<file path="config.mk">
export PLATFORM = sky130hd
export DESIGN_NAME = timer16_compare_output_control
export DESIGN_NICKNAME = d
export VERILOG_FILES = /design/src/shared/timer16_pkg.sv /design/src/shared/wave_evt_if.sv /design/src/hdl/mode_class_decode.sv /design/src/hdl/timer16_compare_output_control.sv /design/src/hdl/wave_unit.sv
export SDC_FILE = /design/constraint.sdc
export NUM_CORES = 1
export LEC_CHECK = 0
export BUFFER_PORTS_ARGS = -buffer_cell sky130_fd_sc_hd__buf_2
export CORE_MARGIN = 3
export CORE_UTILIZATION = 41
export CTS_BUF_LIST = sky130_fd_sc_hd__clkbuf_2
export CTS_CLUSTER_SIZE = 20
export DETAILED_ROUTE_END_ITERATION = 10
export PLACE_DENSITY_LB_ADDON = 0.1
export SLEW_MARGIN = 20
export SYNTH_ARGS = -nofsm -noshare
export SYNTH_HDL_FRONTEND = slang
export SYNTH_SLANG_ARGS = --single-unit
</file>
<file path="constraint.sdc">
create_clock -name sys_clk -period 3.65 [get_ports sys_clk]
set_input_delay 0.365 -clock sys_clk [delete_from_list [all_inputs] [get_ports sys_clk]]
set_output_delay 0.365 -clock sys_clk [all_outputs]
set_load 0.01 [all_outputs]
</file>
<file path="src/shared/timer16_pkg.sv">
package timer16_pkg;

  // ----------------------------------------------------------------
  // waveform classes
  // ----------------------------------------------------------------
  typedef enum logic [1:0] {
    CLASS_NON_PWM,
    CLASS_FAST_PWM,
    CLASS_DUAL_PWM,
    CLASS_RESERVED
  } wave_class_e;

  // ----------------------------------------------------------------
  // register byte addresses (one aligned word each)
  // ----------------------------------------------------------------
  localparam logic [7:0] ADDR_CONTROL_A = 8'h00;
  localparam logic [7:0] ADDR_CONTROL_B = 8'h04;
  localparam logic [7:0] ADDR_CMP_VAL_A = 8'h08;
  localparam logic [7:0] ADDR_CMP_VAL_B = 8'h0C;
  localparam logic [7:0] ADDR_TOP_CAPTURE = 8'h10;
  localparam logic [7:0] ADDR_COUNTER = 8'h14;
  localparam logic [7:0] ADDR_STATUS = 8'h18;

  // ----------------------------------------------------------------
  // field positions
  // ----------------------------------------------------------------
  localparam int OUT_MODE_A_LSB = 6;
  localparam int OUT_MODE_B_LSB = 4;
  localparam int FORCE_A_BIT = 3;
  localparam int FORCE_B_BIT = 2;
  localparam int WAVE_SEL_LO_LSB = 0;
  localparam int WAVE_SEL_HI_LSB = 3;
  localparam int FLAG_MATCH_A_BIT = 0;
  localparam int FLAG_MATCH_B_BIT = 1;
  localparam int FLAG_OVF_BIT = 2;

  // ----------------------------------------------------------------
  // reset values
  // ----------------------------------------------------------------
  localparam logic [1:0] OUT_MODE_RST = 2'h0;
  localparam logic [1:0] WAVE_SEL_PART_RST = 2'h0;
  localparam logic [15:0] WORD16_RST = 16'h0000;
  localparam logic [31:0] BUS_DATA_RST = 32'h0000_0000;

  // ----------------------------------------------------------------
  // output mode codes
  // ----------------------------------------------------------------
  localparam logic [1:0] OUT_OFF = 2'h0;
  localparam logic [1:0] OUT_TOGGLE = 2'h1;
  localparam logic [1:0] OUT_CLEAR = 2'h2;
  localparam logic [1:0] OUT_SET = 2'h3;

  // ----------------------------------------------------------------
  // waveform generation modes
  // ----------------------------------------------------------------
  localparam logic [3:0] MODE_NORMAL = 4'h0;
  localparam logic [3:0] MODE_PC_8BIT = 4'h1;
  localparam logic [3:0] MODE_PC_9BIT = 4'h2;
  localparam logic [3:0] MODE_PC_10BIT = 4'h3;
  localparam logic [3:0] MODE_CTC_CMPA = 4'h4;
  localparam logic [3:0] MODE_FAST_8BIT = 4'h5;
  localparam logic [3:0] MODE_FAST_9BIT = 4'h6;
  localparam logic [3:0] MODE_FAST_10BIT = 4'h7;
  localparam logic [3:0] MODE_PFC_CAPT = 4'h8;
  localparam logic [3:0] MODE_PFC_CMPA = 4'h9;
  localparam logic [3:0] MODE_PC_CAPT = 4'hA;
  localparam logic [3:0] MODE_PC_CMPA = 4'hB;
  localparam logic [3:0] MODE_CTC_CAPT = 4'hC;
  localparam logic [3:0] MODE_RESERVED = 4'hD;
  localparam logic [3:0] MODE_FAST_CAPT = 4'hE;
  localparam logic [3:0] MODE_FAST_CMPA = 4'hF;

  // ----------------------------------------------------------------
  // counter limits
  // ----------------------------------------------------------------
  localparam logic [15:0] CNT_BOTTOM = 16'h0000;
  localparam logic [15:0] CNT_MAX = 16'hFFFF;
  localparam logic [15:0] TOP_8BIT = 16'h00FF;
  localparam logic [15:0] TOP_9BIT = 16'h01FF;
  localparam logic [15:0] TOP_10BIT = 16'h03FF;

endpackage : timer16_pkg

</file>
<file path="src/shared/wave_evt_if.sv">
`timescale 1ns/10ps
interface wave_evt_if;
  logic [1:0] out_mode;
  timer16_pkg::wave_class_e wclass;
  logic toggle_ok;
  logic match_ev;
  logic top_ev;
  logic counting_up;
  logic force_ev;
  logic wave;
  logic connect;

  modport ctrl (
    output out_mode,
    output wclass,
    output toggle_ok,
    output match_ev,
    output top_ev,
    output counting_up,
    output force_ev,
    input wave,
    input connect
  );

  modport unit (
    input out_mode,
    input wclass,
    input toggle_ok,
    input match_ev,
    input top_ev,
    input counting_up,
    input force_ev,
    output wave,
    output connect
  );
endinterface : wave_evt_if

</file>
<file path="src/hdl/mode_class_decode.sv">
`timescale 1ns/10ps
module mode_class_decode (
  input wire logic [3:0] wave_gen_sel,
  output timer16_pkg::wave_class_e wclass,
  output logic [1:0] toggle_ok
);

  always_comb begin
    case (wave_gen_sel)
      timer16_pkg::MODE_NORMAL,
      timer16_pkg::MODE_CTC_CMPA,
      timer16_pkg::MODE_CTC_CAPT: wclass = timer16_pkg::CLASS_NON_PWM;
      timer16_pkg::MODE_FAST_8BIT,
      timer16_pkg::MODE_FAST_9BIT,
      timer16_pkg::MODE_FAST_10BIT,
      timer16_pkg::MODE_FAST_CAPT,
      timer16_pkg::MODE_FAST_CMPA: wclass = timer16_pkg::CLASS_FAST_PWM;
      timer16_pkg::MODE_RESERVED: wclass = timer16_pkg::CLASS_RESERVED;
      default: wclass = timer16_pkg::CLASS_DUAL_PWM;
    endcase
  end

  always_comb begin
    toggle_ok = 2'h0;
    case (wclass)
      timer16_pkg::CLASS_NON_PWM: toggle_ok = 2'h3;
      timer16_pkg::CLASS_FAST_PWM: toggle_ok[0] = (wave_gen_sel == timer16_pkg::MODE_FAST_CMPA);
      // dual toggle gate, values kept as printed
      timer16_pkg::CLASS_DUAL_PWM: toggle_ok[0] = (wave_gen_sel == timer16_pkg::MODE_PFC_CMPA) ||
                                                  (wave_gen_sel == timer16_pkg::MODE_FAST_CAPT);
      default: toggle_ok = 2'h0;
    endcase
  end

endmodule : mode_class_decode

</file>
<file path="src/hdl/timer16_compare_output_control.sv">
// The address map and the Wishbone slave port were decided locally.
`timescale 1ns/10ps
module timer16_compare_output_control (
  input wire logic sys_clk,
  input wire logic rst_n,
  input wire logic wb_cyc_i,
  input wire logic wb_stb_i,
  input wire logic wb_we_i,
  input wire logic [7:0] wb_adr_i,
  input wire logic [3:0] wb_sel_i,
  input wire logic [31:0] wb_dat_i,
  output logic [31:0] wb_dat_o,
  output logic wb_ack_o,
  input wire logic timer_tick_en,
  output logic wave_out_a,
  output logic wave_out_b,
  output logic override_a,
  output logic override_b
);

  // ----------------------------------------------------------------
  // state
  // ----------------------------------------------------------------
  typedef struct packed {
    logic [1:0] out_mode_a;
    logic [1:0] out_mode_b;
    logic [1:0] wave_gen_sel_lo;
    logic [1:0] wave_gen_sel_hi;
    logic [15:0] cmp_buf_a;
    logic [15:0] cmp_buf_b;
    logic [15:0] cmp_val_a;
    logic [15:0] cmp_val_b;
    logic [15:0] top_capture;
    logic [15:0] cnt;
    logic count_down;
    logic match_block;
    logic cmp_match_flag_a;
    logic cmp_match_flag_b;
    logic ovf_flag;
    logic force_cmp_a;
    logic force_cmp_b;
    logic ack;
    logic [31:0] dat;
  } top_state_s;

  top_state_s cur;
  top_state_s next_cur;

  logic [3:0] wave_gen_sel;
  timer16_pkg::wave_class_e wclass;
  logic [1:0] toggle_ok;
  logic [15:0] top_val;
  logic hit_top;
  logic hit_bottom;
  logic tick;
  logic [1:0] match_raw;
  logic [1:0] match_ev;
  logic top_ev;
  logic reload;
  logic bus_req;
  logic bus_wr;
  logic [1:0] out_mode_x [2];
  logic [1:0] force_x;
  logic [1:0] wave_x;
  logic [1:0] connect_x;

  // ----------------------------------------------------------------
  // mode select and top
  // ----------------------------------------------------------------
  // mode from both control registers
  assign wave_gen_sel = {cur.wave_gen_sel_hi, cur.wave_gen_sel_lo};

  mode_class_decode u_decode (
    .wave_gen_sel(wave_gen_sel),
    .wclass(wclass),
    .toggle_ok(toggle_ok)
  );

  always_comb begin
    case (wave_gen_sel)
      timer16_pkg::MODE_PC_8BIT,
      timer16_pkg::MODE_FAST_8BIT: top_val = timer16_pkg::TOP_8BIT;
      timer16_pkg::MODE_PC_9BIT,
      timer16_pkg::MODE_FAST_9BIT: top_val = timer16_pkg::TOP_9BIT;
      timer16_pkg::MODE_PC_10BIT,
      timer16_pkg::MODE_FAST_10BIT: top_val = timer16_pkg::TOP_10BIT;
      timer16_pkg::MODE_CTC_CMPA,
      timer16_pkg::MODE_PFC_CMPA,
      timer16_pkg::MODE_PC_CMPA,
      timer16_pkg::MODE_FAST_CMPA: top_val = cur.cmp_val_a;
      timer16_pkg::MODE_PFC_CAPT,
      timer16_pkg::MODE_PC_CAPT,
      timer16_pkg::MODE_CTC_CAPT,
      timer16_pkg::MODE_FAST_CAPT: top_val = cur.top_capture;
      default: top_val = timer16_pkg::CNT_MAX;
    endcase
  end

  // ----------------------------------------------------------------
  // compare events
  // ----------------------------------------------------------------
  // tick is a plain enable on sys_clk
  assign tick = timer_tick_en;
  assign hit_top = (cur.cnt == top_val);
  assign hit_bottom = (cur.cnt == timer16_pkg::CNT_BOTTOM);
  assign match_raw[0] = tick && !cur.match_block && (cur.cnt == cur.cmp_val_a);
  assign match_raw[1] = tick && !cur.match_block && (cur.cnt == cur.cmp_val_b);
  // in fast PWM only, match at top ignored when upper bit set
  assign match_ev[0] = match_raw[0] && !((wclass == timer16_pkg::CLASS_FAST_PWM) &&
                       (cur.cmp_val_a == top_val) && cur.out_mode_a[1]);
  assign match_ev[1] = match_raw[1] && !((wclass == timer16_pkg::CLASS_FAST_PWM) &&
                       (cur.cmp_val_b == top_val) && cur.out_mode_b[1]);
  assign top_ev = tick && (wclass == timer16_pkg::CLASS_FAST_PWM) && hit_top;

  always_comb begin
    reload = 1'b0;
    if ((wave_gen_sel == timer16_pkg::MODE_PFC_CAPT) ||
        (wave_gen_sel == timer16_pkg::MODE_PFC_CMPA)) begin
      reload = tick && cur.count_down && hit_bottom;
    end else if (wclass == timer16_pkg::CLASS_DUAL_PWM) begin
      reload = tick && !cur.count_down && hit_top;
    end else if (wclass == timer16_pkg::CLASS_FAST_PWM) begin
      reload = tick && hit_top;
    end
  end

  assign bus_req = wb_cyc_i && wb_stb_i && !cur.ack;
  assign bus_wr = bus_req && wb_we_i;

  // ----------------------------------------------------------------
  // next state
  // ----------------------------------------------------------------
  always_comb begin
    next_cur = cur;
    next_cur.ack = bus_req;
    next_cur.force_cmp_a = 1'b0;
    next_cur.force_cmp_b = 1'b0;
    if (tick) begin
      next_cur.match_block = 1'b0;
    end

    // counter sequence; reserved mode just counts like normal
    if (tick) begin
      case (wclass)
        timer16_pkg::CLASS_DUAL_PWM: begin
          if (!cur.count_down) begin
            if (hit_top) begin
              next_cur.count_down = 1'b1;
              next_cur.cnt = cur.cnt - 16'h0001;
            end else begin
              next_cur.cnt = cur.cnt + 16'h0001;
            end
          end else if (hit_bottom) begin
            next_cur.count_down = 1'b0;
            next_cur.cnt = cur.cnt + 16'h0001;
          end else begin
            next_cur.cnt = cur.cnt - 16'h0001;
          end
        end
        default: begin
          next_cur.count_down = 1'b0;
          next_cur.cnt = hit_top ? timer16_pkg::CNT_BOTTOM : cur.cnt + 16'h0001;
        end
      endcase
    end

    // active compare values
    if (wclass == timer16_pkg::CLASS_NON_PWM || wclass == timer16_pkg::CLASS_RESERVED) begin
      next_cur.cmp_val_a = cur.cmp_buf_a;
      next_cur.cmp_val_b = cur.cmp_buf_b;
    end else if (reload) begin
      next_cur.cmp_val_a = cur.cmp_buf_a;
      next_cur.cmp_val_b = cur.cmp_buf_b;
    end

    // register writes; flag clear is write-one
    if (bus_wr) begin
      if (wb_adr_i == timer16_pkg::ADDR_CONTROL_A) begin
        if (wb_sel_i[0]) begin
          next_cur.out_mode_a = wb_dat_i[timer16_pkg::OUT_MODE_A_LSB +: 2];
          next_cur.out_mode_b = wb_dat_i[timer16_pkg::OUT_MODE_B_LSB +: 2];
          next_cur.wave_gen_sel_lo = wb_dat_i[timer16_pkg::WAVE_SEL_LO_LSB +: 2];
          if (wclass == timer16_pkg::CLASS_NON_PWM) begin
            next_cur.force_cmp_a = wb_dat_i[timer16_pkg::FORCE_A_BIT];
            next_cur.force_cmp_b = wb_dat_i[timer16_pkg::FORCE_B_BIT];
          end
        end
      end else if (wb_adr_i == timer16_pkg::ADDR_CONTROL_B) begin
        if (wb_sel_i[0]) begin
          next_cur.wave_gen_sel_hi = wb_dat_i[timer16_pkg::WAVE_SEL_HI_LSB +: 2];
        end
      end else if (wb_adr_i == timer16_pkg::ADDR_CMP_VAL_A) begin
        if (wb_sel_i[0]) next_cur.cmp_buf_a[7:0] = wb_dat_i[7:0];
        if (wb_sel_i[1]) next_cur.cmp_buf_a[15:8] = wb_dat_i[15:8];
      end else if (wb_adr_i == timer16_pkg::ADDR_CMP_VAL_B) begin
        if (wb_sel_i[0]) next_cur.cmp_buf_b[7:0] = wb_dat_i[7:0];
        if (wb_sel_i[1]) next_cur.cmp_buf_b[15:8] = wb_dat_i[15:8];
      end else if (wb_adr_i == timer16_pkg::ADDR_TOP_CAPTURE) begin
        if (wb_sel_i[0]) next_cur.top_capture[7:0] = wb_dat_i[7:0];
        if (wb_sel_i[1]) next_cur.top_capture[15:8] = wb_dat_i[15:8];
      end else if (wb_adr_i == timer16_pkg::ADDR_COUNTER) begin
        // a written count masks the next tick's compare
        if (wb_sel_i[0]) next_cur.cnt[7:0] = wb_dat_i[7:0];
        if (wb_sel_i[1]) next_cur.cnt[15:8] = wb_dat_i[15:8];
        if (wb_sel_i[1:0] != 2'h0) next_cur.match_block = 1'b1;
      end else if (wb_adr_i == timer16_pkg::ADDR_STATUS) begin
        if (wb_sel_i[0]) begin
          if (wb_dat_i[timer16_pkg::FLAG_MATCH_A_BIT]) next_cur.cmp_match_flag_a = 1'b0;
          if (wb_dat_i[timer16_pkg::FLAG_MATCH_B_BIT]) next_cur.cmp_match_flag_b = 1'b0;
          if (wb_dat_i[timer16_pkg::FLAG_OVF_BIT]) next_cur.ovf_flag = 1'b0;
        end
      end
    end

    // only real matches set the match flags; set wins over clear
    if (match_raw[0]) next_cur.cmp_match_flag_a = 1'b1;
    if (match_raw[1]) next_cur.cmp_match_flag_b = 1'b1;
    if (tick && ((wclass == timer16_pkg::CLASS_FAST_PWM && hit_top) ||
        (wclass == timer16_pkg::CLASS_DUAL_PWM && cur.count_down && hit_bottom) ||
        (wclass != timer16_pkg::CLASS_FAST_PWM && wclass != timer16_pkg::CLASS_DUAL_PWM &&
         cur.cnt == timer16_pkg::CNT_MAX))) begin
      next_cur.ovf_flag = 1'b1;
    end

    // read data, unmapped reads zero
    next_cur.dat = timer16_pkg::BUS_DATA_RST;
    if (bus_req && !wb_we_i) begin
      if (wb_adr_i == timer16_pkg::ADDR_CONTROL_A) begin
        next_cur.dat[7:0] = {cur.out_mode_a, cur.out_mode_b, 2'h0, cur.wave_gen_sel_lo};
      end else if (wb_adr_i == timer16_pkg::ADDR_CONTROL_B) begin
        next_cur.dat[timer16_pkg::WAVE_SEL_HI_LSB +: 2] = cur.wave_gen_sel_hi;
      end else if (wb_adr_i == timer16_pkg::ADDR_CMP_VAL_A) begin
        next_cur.dat[15:0] = cur.cmp_buf_a;
      end else if (wb_adr_i == timer16_pkg::ADDR_CMP_VAL_B) begin
        next_cur.dat[15:0] = cur.cmp_buf_b;
      end else if (wb_adr_i == timer16_pkg::ADDR_TOP_CAPTURE) begin
        next_cur.dat[15:0] = cur.top_capture;
      end else if (wb_adr_i == timer16_pkg::ADDR_COUNTER) begin
        next_cur.dat[15:0] = cur.cnt;
      end else if (wb_adr_i == timer16_pkg::ADDR_STATUS) begin
        next_cur.dat[2:0] = {cur.ovf_flag, cur.cmp_match_flag_b, cur.cmp_match_flag_a};
      end
    end
  end

  always_ff @(posedge sys_clk or negedge rst_n) begin
    if (!rst_n) begin
      cur <= '0;
    end else begin
      cur <= next_cur;
    end
  end

  // ----------------------------------------------------------------
  // waveform channels
  // ----------------------------------------------------------------
  assign out_mode_x[0] = cur.out_mode_a;
  assign out_mode_x[1] = cur.out_mode_b;
  assign force_x = {cur.force_cmp_b, cur.force_cmp_a};

  for (genvar ch = 0; ch < 2; ch++) begin : g_chan
    wave_evt_if evt ();
    assign evt.out_mode = out_mode_x[ch];
    assign evt.wclass = wclass;
    assign evt.toggle_ok = toggle_ok[ch];
    assign evt.match_ev = match_ev[ch];
    assign evt.top_ev = top_ev;
    assign evt.counting_up = !cur.count_down;
    assign evt.force_ev = force_x[ch];
    assign wave_x[ch] = evt.wave;
    assign connect_x[ch] = evt.connect;
    wave_unit u_wave (
      .sys_clk(sys_clk),
      .rst_n(rst_n),
      .evt(evt.unit)
    );
  end

  // ----------------------------------------------------------------
  // outputs
  // ----------------------------------------------------------------
  // override alone does not drive; port direction stays software's job
  assign wave_out_a = wave_x[0];
  assign wave_out_b = wave_x[1];
  assign override_a = connect_x[0];
  assign override_b = connect_x[1];
  assign wb_ack_o = cur.ack;
  assign wb_dat_o = cur.dat;

endmodule : timer16_compare_output_control

</file>
<file path="src/hdl/wave_unit.sv">
`timescale 1ns/10ps
module wave_unit (
  input wire logic sys_clk,
  input wire logic rst_n,
  wave_evt_if.unit evt
);

  typedef struct packed {
    logic wave;
  } wave_state_s;

  wave_state_s cur;
  wave_state_s next_cur;

  assign evt.connect = (evt.out_mode != timer16_pkg::OUT_OFF) &&
                       !((evt.out_mode == timer16_pkg::OUT_TOGGLE) && !evt.toggle_ok);
  assign evt.wave = cur.wave;

  always_comb begin
    next_cur = cur;
    if (evt.force_ev) begin
      case (evt.out_mode)
        timer16_pkg::OUT_TOGGLE: next_cur.wave = ~cur.wave;
        timer16_pkg::OUT_CLEAR: next_cur.wave = 1'b0;
        timer16_pkg::OUT_SET: next_cur.wave = 1'b1;
        default: next_cur.wave = cur.wave;
      endcase
    end else begin
      case (evt.wclass)
        timer16_pkg::CLASS_NON_PWM: begin
          if (evt.match_ev) begin
            case (evt.out_mode)
              timer16_pkg::OUT_TOGGLE: next_cur.wave = ~cur.wave;
              timer16_pkg::OUT_CLEAR: next_cur.wave = 1'b0;
              timer16_pkg::OUT_SET: next_cur.wave = 1'b1;
              default: next_cur.wave = cur.wave;
            endcase
          end
        end
        timer16_pkg::CLASS_FAST_PWM: begin
          if (evt.match_ev) begin
            case (evt.out_mode)
              timer16_pkg::OUT_TOGGLE: next_cur.wave = evt.toggle_ok ? ~cur.wave : cur.wave;
              timer16_pkg::OUT_CLEAR: next_cur.wave = 1'b0;
              timer16_pkg::OUT_SET: next_cur.wave = 1'b1;
              default: next_cur.wave = cur.wave;
            endcase
          end
          if (evt.top_ev && evt.out_mode[1]) begin
            next_cur.wave = (evt.out_mode == timer16_pkg::OUT_CLEAR);
          end
        end
        timer16_pkg::CLASS_DUAL_PWM: begin
          if (evt.match_ev) begin
            case (evt.out_mode)
              timer16_pkg::OUT_TOGGLE: next_cur.wave = evt.toggle_ok ? ~cur.wave : cur.wave;
              timer16_pkg::OUT_CLEAR: next_cur.wave = ~evt.counting_up;
              timer16_pkg::OUT_SET: next_cur.wave = evt.counting_up;
              default: next_cur.wave = cur.wave;
            endcase
          end
        end
        default: next_cur.wave = cur.wave;
      endcase
    end
  end

  always_ff @(posedge sys_clk or negedge rst_n) begin
    if (!rst_n) begin
      cur <= '0;
    end else begin
      cur <= next_cur;
    end
  end

endmodule : wave_unit

</file>
==> qor.yml <==
hold_path_depth: 5
grtUsageTotal_pct: 26.9
num_rows: 52
ys_ff_latch: 130
ff2ff_path_depth: 14
start_kind: "flip-flop"
yosys_warnings: 0
reg2reg_slack_ns: 0.16
final_area_sq_um: 9690
slowest_delay_ns: 0.46
tritoncts: "built"
fp.coreArea_sq_um: 20300
fmax_ghz: 0.287
ys_types: 76
grt.overflow.total: 0
dr.pass1.iters: 7
gp_congestion: 0.939
yosysSeqAreaShare_pct: 38.2
die_h_um: 150
die_area_sq_um: 22600
critical_path.max_fanout: 5
clkTransAtPathRegs_ns: 0.23
crit_type: "flip-flop to flip-flop"
synthTopCellsByArea: "dfrtp_1 (38%), mux2_2 (7.8%), mux2_4 (5.3%)"
synthesis.instances: 887
via_per_inst: 6.05
final_nets: 1023
synth_ff_type: "dfrtp_1"
relSlewSlack_pct: 42.1
rsz0062_at_grt: "false"
setup_ws_ns: 0.160
grt_pass1_wl_mm: 45.9
clock-sinks: 130
area_growth_pct: 13.7
drv_slew: 0
cp.arrival_ns: 4.15
hp-class: "input port to flip-flop"
synth_top_area_share_pct: 38.2
leakage_nw: 4.59
antenna_found_initial: 1
period_minus_slack_ns: 3.49
dr.first_iter.drc_count: 688
ir_worst_vdd_v: 0.000264
synth_edf_count: 0
regArea_sq_um: 3260
fin_total_pwr_mw: 3.92
place_area_sq_um: 9180
cpMaxStageDelayCell: "dfrtp_2"
finalSetupViolCount: 0
worst_hold_slack_ns: 0.0815
finalHoldViolCount: 0
crit_chain: "nand2b_4 -> nand2_1 -> a21o_1 -> inv_1 -> ha_2 -> nand3b_1 -> a221o_1 -> or4_1 -> nor4_4 -> buf_4 -> a2bb2oi_1 -> a311o_1 -> mux2i_1 -> nor3_1"
reg2reg_from: "cur[139]$_DFFE_PN0P_"
fill_cells: 2029
hold_path_end: "cur[137]$_DFFE_PN0P_"
power.density_nw_per_um2: 404
die_x_um: 150
drive_above_1_share_pct: 25.3
grt_pass1_vias: 7539
cts_buffers: 17
htree_levels: 4
start_util_pct: 42.0
ant_nets: 0
dp_hpwl_mm: 22.4
synth_async_sr_flop_share_pct: 100
dp_slack_ns: 0.0851
cap_violations: 0
synth_common_cells: "dfrtp_1 (130), nand2_1 (65), mux2_2 (59)"
outcome: "complete, no violations"
netlist_area_sq_um: 8520
yosysMostFrequentCell: "dfrtp_1"
io_buffers: 52
insertion_delay_ns: 0.73
r2r_end: "g_chan[0].u_wave.evt.wave$_DFFE_PN0P_"
cp_data_required_time_ns: 4.31
fin_skew_ns: 0.0427
wl_mm: 29.6
io_pins: 87
avgSynthCellArea_sq_um: 9.61
worstMarginPinSlew_ns: 0.864
clockBufferDepth: 2
wl_per_cell_um: 23.7
end_kind: "flip-flop"
multi_input_area_sq_um: 4800
holdCritStartpoint: "wb_sel_i[0]"
setup_tns_ns: 0
grt_max_degree: 73
vias: 7574
yosysTopAreaCell: "dfrtp_1"
drc: 0
cts-root-buf: "clkbuf_2"
period_share_pct: 95.6
## how the worst max path moves through the flow
stage,from,slack [ns],cells after the start,end
2_1_floorplan,cur[138]$_DFFE_PN0P_,0.42,15,g_chan[1].u_wave.evt.wave$_DFFE_PN0P_
3_3_place_gp,cur[139]$_DFFE_PN0P_,0.08,14,g_chan[0].u_wave.evt.wave$_DFFE_PN0P_
3_5_place_dp,cur[139]$_DFFE_PN0P_,0.09,14,g_chan[0].u_wave.evt.wave$_DFFE_PN0P_
4_1_cts,cur[139]$_DFFE_PN0P_,0.07,14,g_chan[0].u_wave.evt.wave$_DFFE_PN0P_
5_1_grt,cur[138]$_DFFE_PN0P_,0.01,13,cur[44]$_DFF_PN0_
6_report,cur[139]$_DFFE_PN0P_,0.16,14,g_chan[0].u_wave.evt.wave$_DFFE_PN0P_
## per-stage QoR
step,utilization (%),cells
2_1_floorplan,-,902
3_3_place_gp,45.2,1194
5_1_grt,47.7,1251
4_1_cts,47.6,1250
6_report,47.7,1251
3_5_place_dp,45.2,1194
## cells by family after synthesis
family / share of synthesized area, %
and+or+nand+nor: 16.6
buffers and inverters: 6.72
muxes: 14.0
adders and majority gates: 0.881
AOI/OAI and AO/OA: 16.5
other: 0.0440
DFF: 38.2
xor gates and xnor gates: 7.09
## power breakdown
group          switching, mW  leakage, nW  total, mW  internal (mW)
logic                  0.755         2.68       1.29          0.532
registers              0.200         1.77       1.73           1.53
clock network          0.638        0.139      0.905          0.267
total                   1.59         4.59       3.92           2.33
## state kept, by name, indices dropped and copies added, names as in the netlist
name,count
cur,105
g_chan.evt.force_ev,2
g_chan.evt.out_mode,4
g_chan.u_wave.evt.wave,2
wb_ack_o,1
wb_dat_o,16
## cell usage in the layout (no fill, tap or decap), types with 10 or more instances in the layout
master and count:
buf_4 56, dfrtp_1 127, nor3_1 28, mux2_2 59
a21oi_1 29, o21ai_0 32, a31oi_1 15, o22ai_1 28
nor4_1 16, nand2b_1 10, nor2_1 55, buf_2 51
nand2_1 65, a221oi_1 13, mux2_4 30, clkbuf_2 17
nand4_1 12, conb_1 16, nand3_1 16, xnor2_1 31
and3_1 15, inv_1 25, dlygate4sd3_1 24, xor2_1 38
## worst max-delay path, delay by kind of cell, from the launching register on
kind	cells	cell delay, ns
AND/OR/NAND/NOR	6	1.34
AO/OA/AOI/OAI	4	0.96
flip-flops	1	0.46
buffers and inverters	2	0.28
adder cells (fa/ha/maj)	1	0.23
multiplexers	1	0.15
## timing repair
item                       in CTS  in global routing
gates resized for setup         1                 10
pin swaps                       0                  1
hold buffers                   24                  0
setup buffers                   0                  0
setup endpoints to repair       1                 41
hold endpoints to repair      128                  0
## routing by layer
metal | GRT usage (%) | part of all wire (%) | wire [um] | vias up
met4 | 5.40 | 1.3 | 386 | 0
met5 | 0 | 0 | 0 | -
met2 | 42.7 | 47 | 13800 | 333
li1 | - | - | - | 3393
met3 | 4.61 | 7.1 | 2110 | 34
met1 | 39.0 | 45 | 13300 | 3814
## area by class of cell
class	instances	share of cell area (%)
well taps	270	3.49
inverters	25	0.968
flip-flops and latches	130	33.6
multi-input cells	659	49.6
diodes	1	0.0258
clock inverters	15	1.48
repair buffers	134	9.98
clock buffers	17	0.878
No activity file was read; power rests on OpenSTA's default activity.
